==> config.mk <==
export PLATFORM = sky130hd
export DESIGN_NAME = charger_status_registers
export DESIGN_NICKNAME = d
export VERILOG_FILES = /design/src/charger_status_pkg.sv /design/src/status_fields_if.sv /design/src/charger_status_registers.sv /design/src/field_change_detect.sv
export SDC_FILE = /design/constraint.sdc
export NUM_CORES = 1
export LEC_CHECK = 0
export ABC_AREA = 1
export BUFFER_PORTS_ARGS = -buffer_cell sky130_fd_sc_hd__buf_2
export CORE_MARGIN = 1.5
export CORE_UTILIZATION = 40
export DETAILED_ROUTE_END_ITERATION = 7
export HOLD_SLACK_MARGIN = 0.02
export SYNTH_ARGS = -nofsm -noshare
export SYNTH_HDL_FRONTEND = slang
export SYNTH_SLANG_ARGS = --single-unit
==> constraint.sdc <==
create_clock -name clk -period 2.6 [get_ports clk]
set_input_delay 0.39 -clock clk [delete_from_list [all_inputs] [get_ports clk]]
set_output_delay 0.39 -clock clk [all_outputs]
set_load 0.05 [all_outputs]
==> src/charger_status_pkg.sv <==
// Package of register offsets, field positions and codes for the charger status registers
// What this block does
// - Top bit of the first status register always reads zero.
// - Bit 6 of first register shows the input voltage floor loop engaged.
// - Bit 5 of first register shows the input current limit loop active.
// - Bit 4 of first register shows the system voltage floor loop engaged.
// - Bit 3 of first register shows the die temperature loop cutting current.
// - Three-bit battery temperature zone: off, cold, cool, warm, hot, normal; rest reserved.
// - Four-bit charger state codes 0 to 7 cover off through JEITA top-off.
// - Codes 8, 10, 11, 12 are done and the three faults; higher reserved.
// - Code 9 reports done reached through JEITA-modified fast-charge states.
// - Two-bit input state: undervoltage/suspend, overvoltage, debouncing, valid.
// - No input power is drawn while the input is being debounced.
// - Bit 1 of second register shows charging in progress.
// - Safety timer pauses on low CC current, supplement mode or temperature fault.
// - Bit 0 of second register shows the active timer paused.
// - A change of the charger state field sets the charger state change flag.
// - A change of the input state field sets the input state change flag.
// - A change of the temperature zone field sets the temp zone change flag.
package charger_status_pkg;
    localparam logic [7:0] loop_temp_status_addr = 8'h02;
    localparam logic [7:0] state_input_status_addr = 8'h03;
    localparam logic [7:0] status_reset_value = 8'h00;
    localparam int vin_floor_bit = 6;
    localparam int iin_limit_bit = 5;
    localparam int sys_floor_bit = 4;
    localparam int die_temp_bit = 3;
    localparam int temp_zone_lsb = 0;
    localparam int state_code_lsb = 4;
    localparam int input_state_lsb = 2;
    localparam int charging_bit = 1;
    localparam int timer_paused_bit = 0;
    // Timer pauses below this share of the fast-charge current
    localparam int timer_pause_percent = 20;

    typedef enum logic [2:0]
    {
        zone_off = 3'h0,
        zone_cold = 3'h1,
        zone_cool = 3'h2,
        zone_warm = 3'h3,
        zone_hot = 3'h4,
        zone_normal = 3'h5
    } temp_zone_t;

    typedef enum logic [3:0]
    {
        charger_off = 4'h0,
        charger_prequal = 4'h1,
        charger_cc = 4'h2,
        charger_jeita_cc = 4'h3,
        charger_cv = 4'h4,
        charger_jeita_cv = 4'h5,
        charger_topoff = 4'h6,
        charger_jeita_topoff = 4'h7,
        charger_done = 4'h8,
        charger_jeita_done = 4'h9,
        charger_prequal_fault = 4'ha,
        charger_fast_charge_fault = 4'hb,
        charger_temp_fault = 4'hc
    } charger_state_t;

    typedef enum logic [1:0]
    {
        in_under_or_suspend = 2'h0,
        in_over = 2'h1,
        in_debounce = 2'h2,
        in_valid = 2'h3
    } input_state_t;
endpackage

==> src/status_fields_if.sv <==
// Interface carrying the live status fields to the change detector
`timescale 1ns/1ps
interface status_fields_if;
    logic [3:0] charger_state_code;
    logic [1:0] input_supply_state;
    logic [2:0] battery_temp_zone;
    logic charger_state_change_flag;
    logic input_state_change_flag;
    logic temp_zone_change_flag;
    modport source
    (
        output charger_state_code,
        output input_supply_state,
        output battery_temp_zone,
        input charger_state_change_flag,
        input input_state_change_flag,
        input temp_zone_change_flag
    );
    modport detector
    (
        input charger_state_code,
        input input_supply_state,
        input battery_temp_zone,
        output charger_state_change_flag,
        output input_state_change_flag,
        output temp_zone_change_flag
    );
endinterface

==> src/charger_status_registers.sv <==
// Top of the charger status register pair with read port and change events
`timescale 1ns/1ps
module charger_status_registers
(
    input wire logic clk,
    input wire logic reset,
    input wire logic input_power_good_reset,
    input wire logic [7:0] reg_addr,
    input wire logic reg_read,
    input wire logic reg_write,
    input wire logic [7:0] reg_wdata,
    output logic [7:0] reg_rdata,
    input wire logic vin_floor_raw,
    input wire logic iin_limit_raw,
    input wire logic sys_floor_raw,
    input wire logic die_temp_raw,
    input wire logic thermistor_monitor_on,
    input wire logic [2:0] temp_zone_raw,
    input wire logic [3:0] charger_state_raw,
    input wire logic input_suspend_request,
    input wire logic [1:0] input_state_raw,
    input wire logic charging_raw,
    input wire logic low_cc_current,
    input wire logic supplement_mode,
    output logic input_path_enable,
    output logic safety_timer_paused,
    output logic charger_state_change_flag,
    output logic input_state_change_flag,
    output logic temp_zone_change_flag
);
    // ------------------------------------------------------------
    // Input synchronisers
    // ------------------------------------------------------------
    localparam int raw_w = 18;
    logic [raw_w-1:0] raw_in;
    logic [raw_w-1:0] sync1_reg;
    logic [raw_w-1:0] sync2_reg;
    logic pg_sync1_reg;
    logic pg_sync2_reg;

    assign raw_in = {vin_floor_raw, iin_limit_raw, sys_floor_raw, die_temp_raw, thermistor_monitor_on,
        temp_zone_raw, charger_state_raw, input_suspend_request, input_state_raw, charging_raw,
        low_cc_current, supplement_mode};

    // Raw conditions come from analog blocks on no clock; two flops each
    always_ff @(posedge clk or posedge reset)
    begin
        if (reset)
        begin
            sync1_reg <= '0;
            sync2_reg <= '0;
            pg_sync1_reg <= 1'b1;
            pg_sync2_reg <= 1'b1;
        end
        else
        begin
            sync1_reg <= raw_in;
            sync2_reg <= sync1_reg;
            pg_sync1_reg <= input_power_good_reset;
            pg_sync2_reg <= pg_sync1_reg;
        end
    end

    logic s_vin;
    logic s_iin;
    logic s_sys;
    logic s_die;
    logic s_thm_on;
    logic [2:0] s_zone;
    logic [3:0] s_state;
    logic s_susp;
    logic [1:0] s_input;
    logic s_charging;
    logic s_low_cc;
    logic s_supp;
    assign {s_vin, s_iin, s_sys, s_die, s_thm_on, s_zone, s_state, s_susp, s_input, s_charging,
        s_low_cc, s_supp} = sync2_reg;

    // ------------------------------------------------------------
    // Field qualification
    // ------------------------------------------------------------
    logic [2:0] zone_next;
    logic [3:0] state_next;
    logic [1:0] input_next;
    logic paused_next;

    always_comb
    begin
        // Monitor off forces the disabled code; reserved codes are passed as seen
        zone_next = s_thm_on ? s_zone : charger_status_pkg::zone_off;
        state_next = s_state;
        // A suspend request overrides whatever the comparators report
        input_next = s_susp ? charger_status_pkg::in_under_or_suspend : s_input;
        unique case (state_next)
            charger_status_pkg::charger_cc:
                paused_next = s_low_cc || s_supp;
            charger_status_pkg::charger_temp_fault:
                paused_next = 1'b1;
            charger_status_pkg::charger_prequal, charger_status_pkg::charger_jeita_cc,
            charger_status_pkg::charger_cv, charger_status_pkg::charger_jeita_cv,
            charger_status_pkg::charger_topoff, charger_status_pkg::charger_jeita_topoff:
                paused_next = s_supp;
            default:
                // Timers idle in off, done, prequal fault and fast-charge fault states
                paused_next = 1'b0;
        endcase
    end

    // ------------------------------------------------------------
    // Status registers
    // ------------------------------------------------------------
    logic [7:0] loop_temp_reg;
    logic [7:0] state_input_reg;

    // Writes never reach these flops; power-good reset zeroes them
    always_ff @(posedge clk or posedge reset)
    begin
        if (reset)
        begin
            loop_temp_reg <= charger_status_pkg::status_reset_value;
        end
        else if (pg_sync2_reg)
        begin
            loop_temp_reg <= charger_status_pkg::status_reset_value;
        end
        else
        begin
            loop_temp_reg <= 8'h00;
            loop_temp_reg[charger_status_pkg::vin_floor_bit] <= s_vin;
            loop_temp_reg[charger_status_pkg::iin_limit_bit] <= s_iin;
            loop_temp_reg[charger_status_pkg::sys_floor_bit] <= s_sys;
            loop_temp_reg[charger_status_pkg::die_temp_bit] <= s_die;
            loop_temp_reg[charger_status_pkg::temp_zone_lsb +: 3] <= zone_next;
        end
    end

    always_ff @(posedge clk or posedge reset)
    begin
        if (reset)
        begin
            state_input_reg <= charger_status_pkg::status_reset_value;
        end
        else if (pg_sync2_reg)
        begin
            state_input_reg <= charger_status_pkg::status_reset_value;
        end
        else
        begin
            state_input_reg[charger_status_pkg::state_code_lsb +: 4] <= state_next;
            state_input_reg[charger_status_pkg::input_state_lsb +: 2] <= input_next;
            state_input_reg[charger_status_pkg::charging_bit] <= s_charging;
            state_input_reg[charger_status_pkg::timer_paused_bit] <= paused_next;
        end
    end

    // ------------------------------------------------------------
    // Read port
    // ------------------------------------------------------------
    // Writes to these offsets are silently dropped
    logic unused_write;
    assign unused_write = reg_write ^ (|reg_wdata);

    always_ff @(posedge clk or posedge reset)
    begin
        if (reset)
        begin
            reg_rdata <= 8'h00;
        end
        else if (reg_read)
        begin
            if (reg_addr == charger_status_pkg::loop_temp_status_addr)
            begin
                reg_rdata <= loop_temp_reg;
            end
            else if (reg_addr == charger_status_pkg::state_input_status_addr)
            begin
                reg_rdata <= state_input_reg;
            end
            else
            begin
                reg_rdata <= 8'h00;
            end
        end
    end

    // ------------------------------------------------------------
    // Outputs and change events
    // ------------------------------------------------------------
    // Path stays open only once the input is debounced and valid
    assign input_path_enable = (state_input_reg[charger_status_pkg::input_state_lsb +: 2] ==
        charger_status_pkg::in_valid);
    assign safety_timer_paused = state_input_reg[charger_status_pkg::timer_paused_bit];

    status_fields_if fields_bus ();
    assign fields_bus.charger_state_code = state_input_reg[charger_status_pkg::state_code_lsb +: 4];
    assign fields_bus.input_supply_state = state_input_reg[charger_status_pkg::input_state_lsb +: 2];
    assign fields_bus.battery_temp_zone = loop_temp_reg[charger_status_pkg::temp_zone_lsb +: 3];

    field_change_detect change_detect
    (
        .clk(clk),
        .reset(reset),
        .power_good_reset(pg_sync2_reg),
        .fields(fields_bus)
    );

    assign charger_state_change_flag = fields_bus.charger_state_change_flag;
    assign input_state_change_flag = fields_bus.input_state_change_flag;
    assign temp_zone_change_flag = fields_bus.temp_zone_change_flag;
endmodule

==> src/field_change_detect.sv <==
// Change detector: one-cycle pulses when a status field changes value
`timescale 1ns/1ps
module field_change_detect
(
    input wire logic clk,
    input wire logic reset,
    input wire logic power_good_reset,
    status_fields_if.detector fields
);
    logic [3:0] state_prev_reg;
    logic [1:0] input_prev_reg;
    logic [2:0] zone_prev_reg;

    always_ff @(posedge clk or posedge reset)
    begin
        if (reset)
        begin
            state_prev_reg <= 4'h0;
            input_prev_reg <= 2'h0;
            zone_prev_reg <= 3'h0;
        end
        else if (power_good_reset)
        begin
            state_prev_reg <= 4'h0;
            input_prev_reg <= 2'h0;
            zone_prev_reg <= 3'h0;
        end
        else
        begin
            state_prev_reg <= fields.charger_state_code;
            input_prev_reg <= fields.input_supply_state;
            zone_prev_reg <= fields.battery_temp_zone;
        end
    end

    // Zeroing under power-good reset is not a change, so no pulse then
    assign fields.charger_state_change_flag = !power_good_reset &&
        (fields.charger_state_code != state_prev_reg);
    assign fields.input_state_change_flag = !power_good_reset &&
        (fields.input_supply_state != input_prev_reg);
    assign fields.temp_zone_change_flag = !power_good_reset &&
        (fields.battery_temp_zone != zone_prev_reg);
endmodule

Yosys cells after proc, flatten, opt, wreduce, memory -nomap -nowiden
Cells that the tools add are included.
{"block": "word_totals", "reg_bits": 71, "latchBits": 0, "ramBits": 0, "romBits": 0, "inputBits": 39, "out_inout_bits": 13, "elab_cells": 40, "n_memories": 0}
{"block": "classes", "addsub": 0, "multipliers": 0, "n_div": 0, "n_lt_le_gt_ge": 0, "eq_ne": 14, "shift": 0, "n_mux": 10, "bitwise": 0, "reduce_logical": 6}
{"operator": "$mux W8", "count": 3}
{"operator": "$eq A4 B3 Y1 const B", "count": 4}
{"operator": "$eq A8 B2 Y1 const B", "count": 2}
{"operator": "$eq A4 B2 Y1 const B", "count": 2}
{"operator": "$mux W7", "count": 1}
{"operator": "$mux W3", "count": 2}
{"operator": "$reduce_or A6 Y1", "count": 1}
{"operator": "$eq A4 B1 Y1 const B", "count": 1}
{"operator": "$eq A4 B4 Y1 const B", "count": 1}
{"operator": "$mux W2", "count": 2}
{"operator": "$mux W4", "count": 1}
{"operator": "$ne A4 B4 Y1", "count": 1}
{"operator": "$logic_and A1 B1 Y1", "count": 3}
{"operator": "$ne A3 B3 Y1", "count": 1}
{"operator": "$pmux W1 S3", "count": 1}
{"operator": "$eq A2 B2 Y1 const B", "count": 1}
{"operator": "$ne A2 B2 Y1", "count": 1}
{"operator": "$logic_not A1 Y1", "count": 1}
{"operator": "$logic_or A1 B1 Y1", "count": 1}

Depth between registers and ports, before layout
{"block": "logic_depth", "word_depth": 4, "depth_mapped": 8, "mapped_depth_nobuf": 7}

Cells and area by module
A second synthesis with hierarchy kept.
{"block": "unflattened", "cells_unflattened": 221, "area_unflattened_um2": 2429.8}
{"mod": "charger_status_registers", "instances": 1, "cells_per_inst": 163, "area_each_um2": 1990.7, "seq_area_each_um2": 1529.0}
{"mod": "field_change_detect", "instances": 1, "cells_per_inst": 58, "area_each_um2": 439.2, "seq_area_each_um2": 225.2}

Worst setup path before layout
No wires, ideal clock.
{"block": "synth_path", "kind": "register to output", "startpoint": "register pg_sync2_reg", "endpoint": "output port charger_state_change_flag", "t_arrival_ns": 1.312, "slack_ns": 0.898, "path_stages_with_launch": 4, "n_path_buf": 2, "cell_sequence": "dfstp_2 buf_2 buf_2 nor2_1"}
{"block": "synth_via", "elab_chain_cells": 2}
{"element": "start: declaration", "line_no": "charger_status_registers.sv:39", "source": "logic pg_sync2_reg;"}
{"element": "start signal: assignment", "line_no": "charger_status_registers.sv:60", "source": "pg_sync2_reg <= pg_sync1_reg;"}
{"element": "$logic_not A1 Y1", "line_no": "field_change_detect.sv:37", "source": "assign fields.charger_state_change_flag = !power_good_reset &&"}
{"element": "$logic_and A1 B1 Y1", "line_no": "field_change_detect.sv:37"}
{"element": "end: declaration", "line_no": "charger_status_registers.sv:27", "source": "output logic charger_state_change_flag,"}
Every way passes these cells.

Final worst setup path
{"block": "layout_path", "startpoint": "register pg_sync2_reg", "endpoint": "output port temp_zone_change_flag"}
{"block": "layout_via", "elab_chain_cells": 2}
{"element": "$logic_not A1 Y1", "line_no": "field_change_detect.sv:41", "source": "assign fields.temp_zone_change_flag = !power_good_reset &&"}
{"element": "$logic_and A1 B1 Y1", "line_no": "field_change_detect.sv:41"}
{"element": "end: declaration", "line_no": "charger_status_registers.sv:29", "source": "output logic temp_zone_change_flag"}
Every way passes these cells.

==> flow_metrics.py <==
metrics = {
    "yosys": {
        "yosys-top-cells-area": "dfrtp_1 (71%), nand2_1 (6.3%), inv_1 (4.2%), nor2_1 (3.6%), nand3_1 (3.5%)",
        "ys.flop_type": "dfrtp_1",
        "synth_edf_count": 0,
        "synth_top_area_share_pct": 70.8,
        "synthCells": 207,
        "yosysMostFrequentCell": "dfrtp_1",
        "async_flop_share_pct": 100,
        "avgSynthCellArea_um2": 11.6,
        "ys_seq_elements": 70,
        "synthTopCellsByCount": "dfrtp_1 (68), nand2_1 (40), inv_1 (27)",
        "synth_nets": 246,
        "yosys.area.top_type": "dfrtp_1",
        "netlist_area_um2": 2400,
        "ys_warn_count": 0,
        "synth_seq_area_share_pct": 73.0,
        "yosysUniqueCellTypes": 22,
    },
    "place": {
        "place_congestion": 0.747,
        "dp_slack_ps": 928,
        "port_buffers": 42,
        "dp_hpwl_um": 2250,
        "dpl_cell_area_um2": 2690,
    },
    "drt": {
        "ant_nets": 0,
        "routed-via-count": 1375,
        "vias_per_cell": 4.09,
        "finalWirelength_um": 3340,
        "first_pass_iters": 4,
        "drtIter0Drc": 81,
        "drc_errors": 0,
        "wl_per_cell_um": 9.95,
    },
    "pwr": {
        "powerDensity_nw_per_um2": 736,
        "peakVddDrop_uv": 463,
        "p_leak_uw": 0.00154,
    },
    "critical_path": {
        "worst-path-max-fanout": 26,
        "required_ps": 2210,
        "cpMostUsedCell": "inv_1",
        "crit_path_top_delay_cell": "dfstp_2",
        "timing.rr.start": "pg_sync2_reg",
        "cp-startpoint": "pg_sync2_reg",
        "crit_type": "flop to output port",
        "start_kind": "flop",
        "cp.arrival_ps": 1620,
        "cp_cell_sequence": "inv_1, nand2_1, inv_1, buf_2",
        "endpoint_kind": "output port",
        "cpPeakStageDelay_ps": 820,
    },
    "timing": {
        "setup_viol": 0,
        "period_needed_ps": 2010,
        "slew_headroom_pct": 55.9,
        "skew_ps": 5.17,
        "fin_setup_tns_ps": 0,
        "slew_violations": 0,
        "rsz0062_at_grt": "no",
        "max_freq_ghz": 0.497,
        "hold_viol_final": 0,
        "finalCritPeriodShare_pct": 77.3,
        "worstMarginPinSlew_ps": 661,
        "hold-worst-slack_ps": 149,
        "finalWorstSetupSlack_ps": 590,
    },
    "clocking": {
        "holdBufCountCts": 0,
        "cts_tree": "done",
        "post_cts_buffers": 0,
        "path_clk_slew_ps": 70,
        "numCtsBuffers": 9,
        "clkLatencyLatePin_ps": 330,
        "clockRootBuffer": "clkbuf_8",
        "cts_sinks": 70,
        "cts.repair.resized": 0,
        "htree_levels": 3,
        "cts_buffer_depth": 2,
    },
    "min_path": {
        "hold_path.class": "primary input to async pin",
    },
    "cells_and_area": {
        "diodes": 0,
        "nNetsFinal": 295,
        "final_util_pct": 49.4,
        "drive_gt1_share_pct": 26.1,
        "multiInputGateArea_um2": 500,
        "seq_area_um2": 1750,
        "areaGrowthSynthToFinish_pct": 20.4,
        "finalInstanceArea_um2": 2890,
        "fillers": 535,
    },
    "floorplanning": {
        "die_w_um": 80.5,
        "ioPinCount": 52,
        "dieArea_um2": 6480,
        "start_util_pct": 41.1,
        "rows": 28,
        "core_region_area_um2": 5850,
        "die_h_um": 80.5,
    },
    "global_routing": {
        "antenna_found_initial": 0,
        "grt_pass1_vias": 1317,
        "grt_max_degree": 39,
        "gr-total-overflow": 0,
        "track_usage_pct": 12.4,
        "grt_pass1_wl_um": 5710,
    },
    "status": {
        "status": "finished, final reports clean",
    },
    "job": {
        "drv_cap": 0,
    },
}
## stage by stage
step / cells / power, uW
floorplan: 207 / 1260
detailed placement: 320 / 1300
finish: 336 / 2130
CTS: 336 / 2160
global route: 336 / 2230
global placement: 320 / 1300
## final timing paths
check	endpoint	slack (ps)	cells past startpoint
max	temp_zone_change_flag	590	4
min reg2reg	sync2_reg[9]	350	0
min in group clk	pg_sync1_reg	150	1
max reg2reg	state_input_reg[0]	1380	3
min	sync1_reg[1]	150	2
max in group asynchronous	reg_rdata[7]	1840	3
## area by class of cell
cell class / count / area share, %
sequential: 70 / 60.7
multi-input combinational: 102 / 17.3
timing repair buffer: 43 / 7.96
clock buffer: 11 / 4.89
inverter: 30 / 3.89
tap: 75 / 3.25
clock inverter: 5 / 2.03
## critical path: cells and delay by family (launching register included)
family        cells  cell delay (ps)
flops             1              820
simple gates      1              100
buf+inv           3              360
## per-layer routing
layer	vias up	global-route usage [%]	share of wire, %
met3	5	3.86	5.5
met4	0	9.31	2.2
met5	-	0	0
met2	37	18.6	46
met1	615	14.7	46
li1	718	-	-
## logic make-up after synthesis
logic type / synth area share (%)
and+or+nand+nor: 16.7
xor gates and xnor gates: 3.28
AOI/OAI and AO/OA: 0.833
DFF: 73.0
buffers and inverters: 6.15
## placed cells by master (no fill, tap or decap), drive strengths merged
master    netlist  layout
clkinv          1       3
nor3b           2       2
nor2           26      26
inv            29      29
clkbuf          0      11
xnor2           8       8
a21oi           2       2
dfstp           2       2
o21ai           2       2
nand2          42      42
nand3          17      17
clkinvlp        0       2
bufinv          0       1
dfrtp          68      68
xor2            1       1
buf             5      43
nor3            2       2
## where the power goes
group	switching (uW)	internal, uW	leakage [uW]
Clock	382	469	0.0000955
Combinational	74.9	42.5	0.000572
Sequential	24.3	1140	0.000871
Total	481	1650	0.00154
Power figures use the tool's default switching activity.
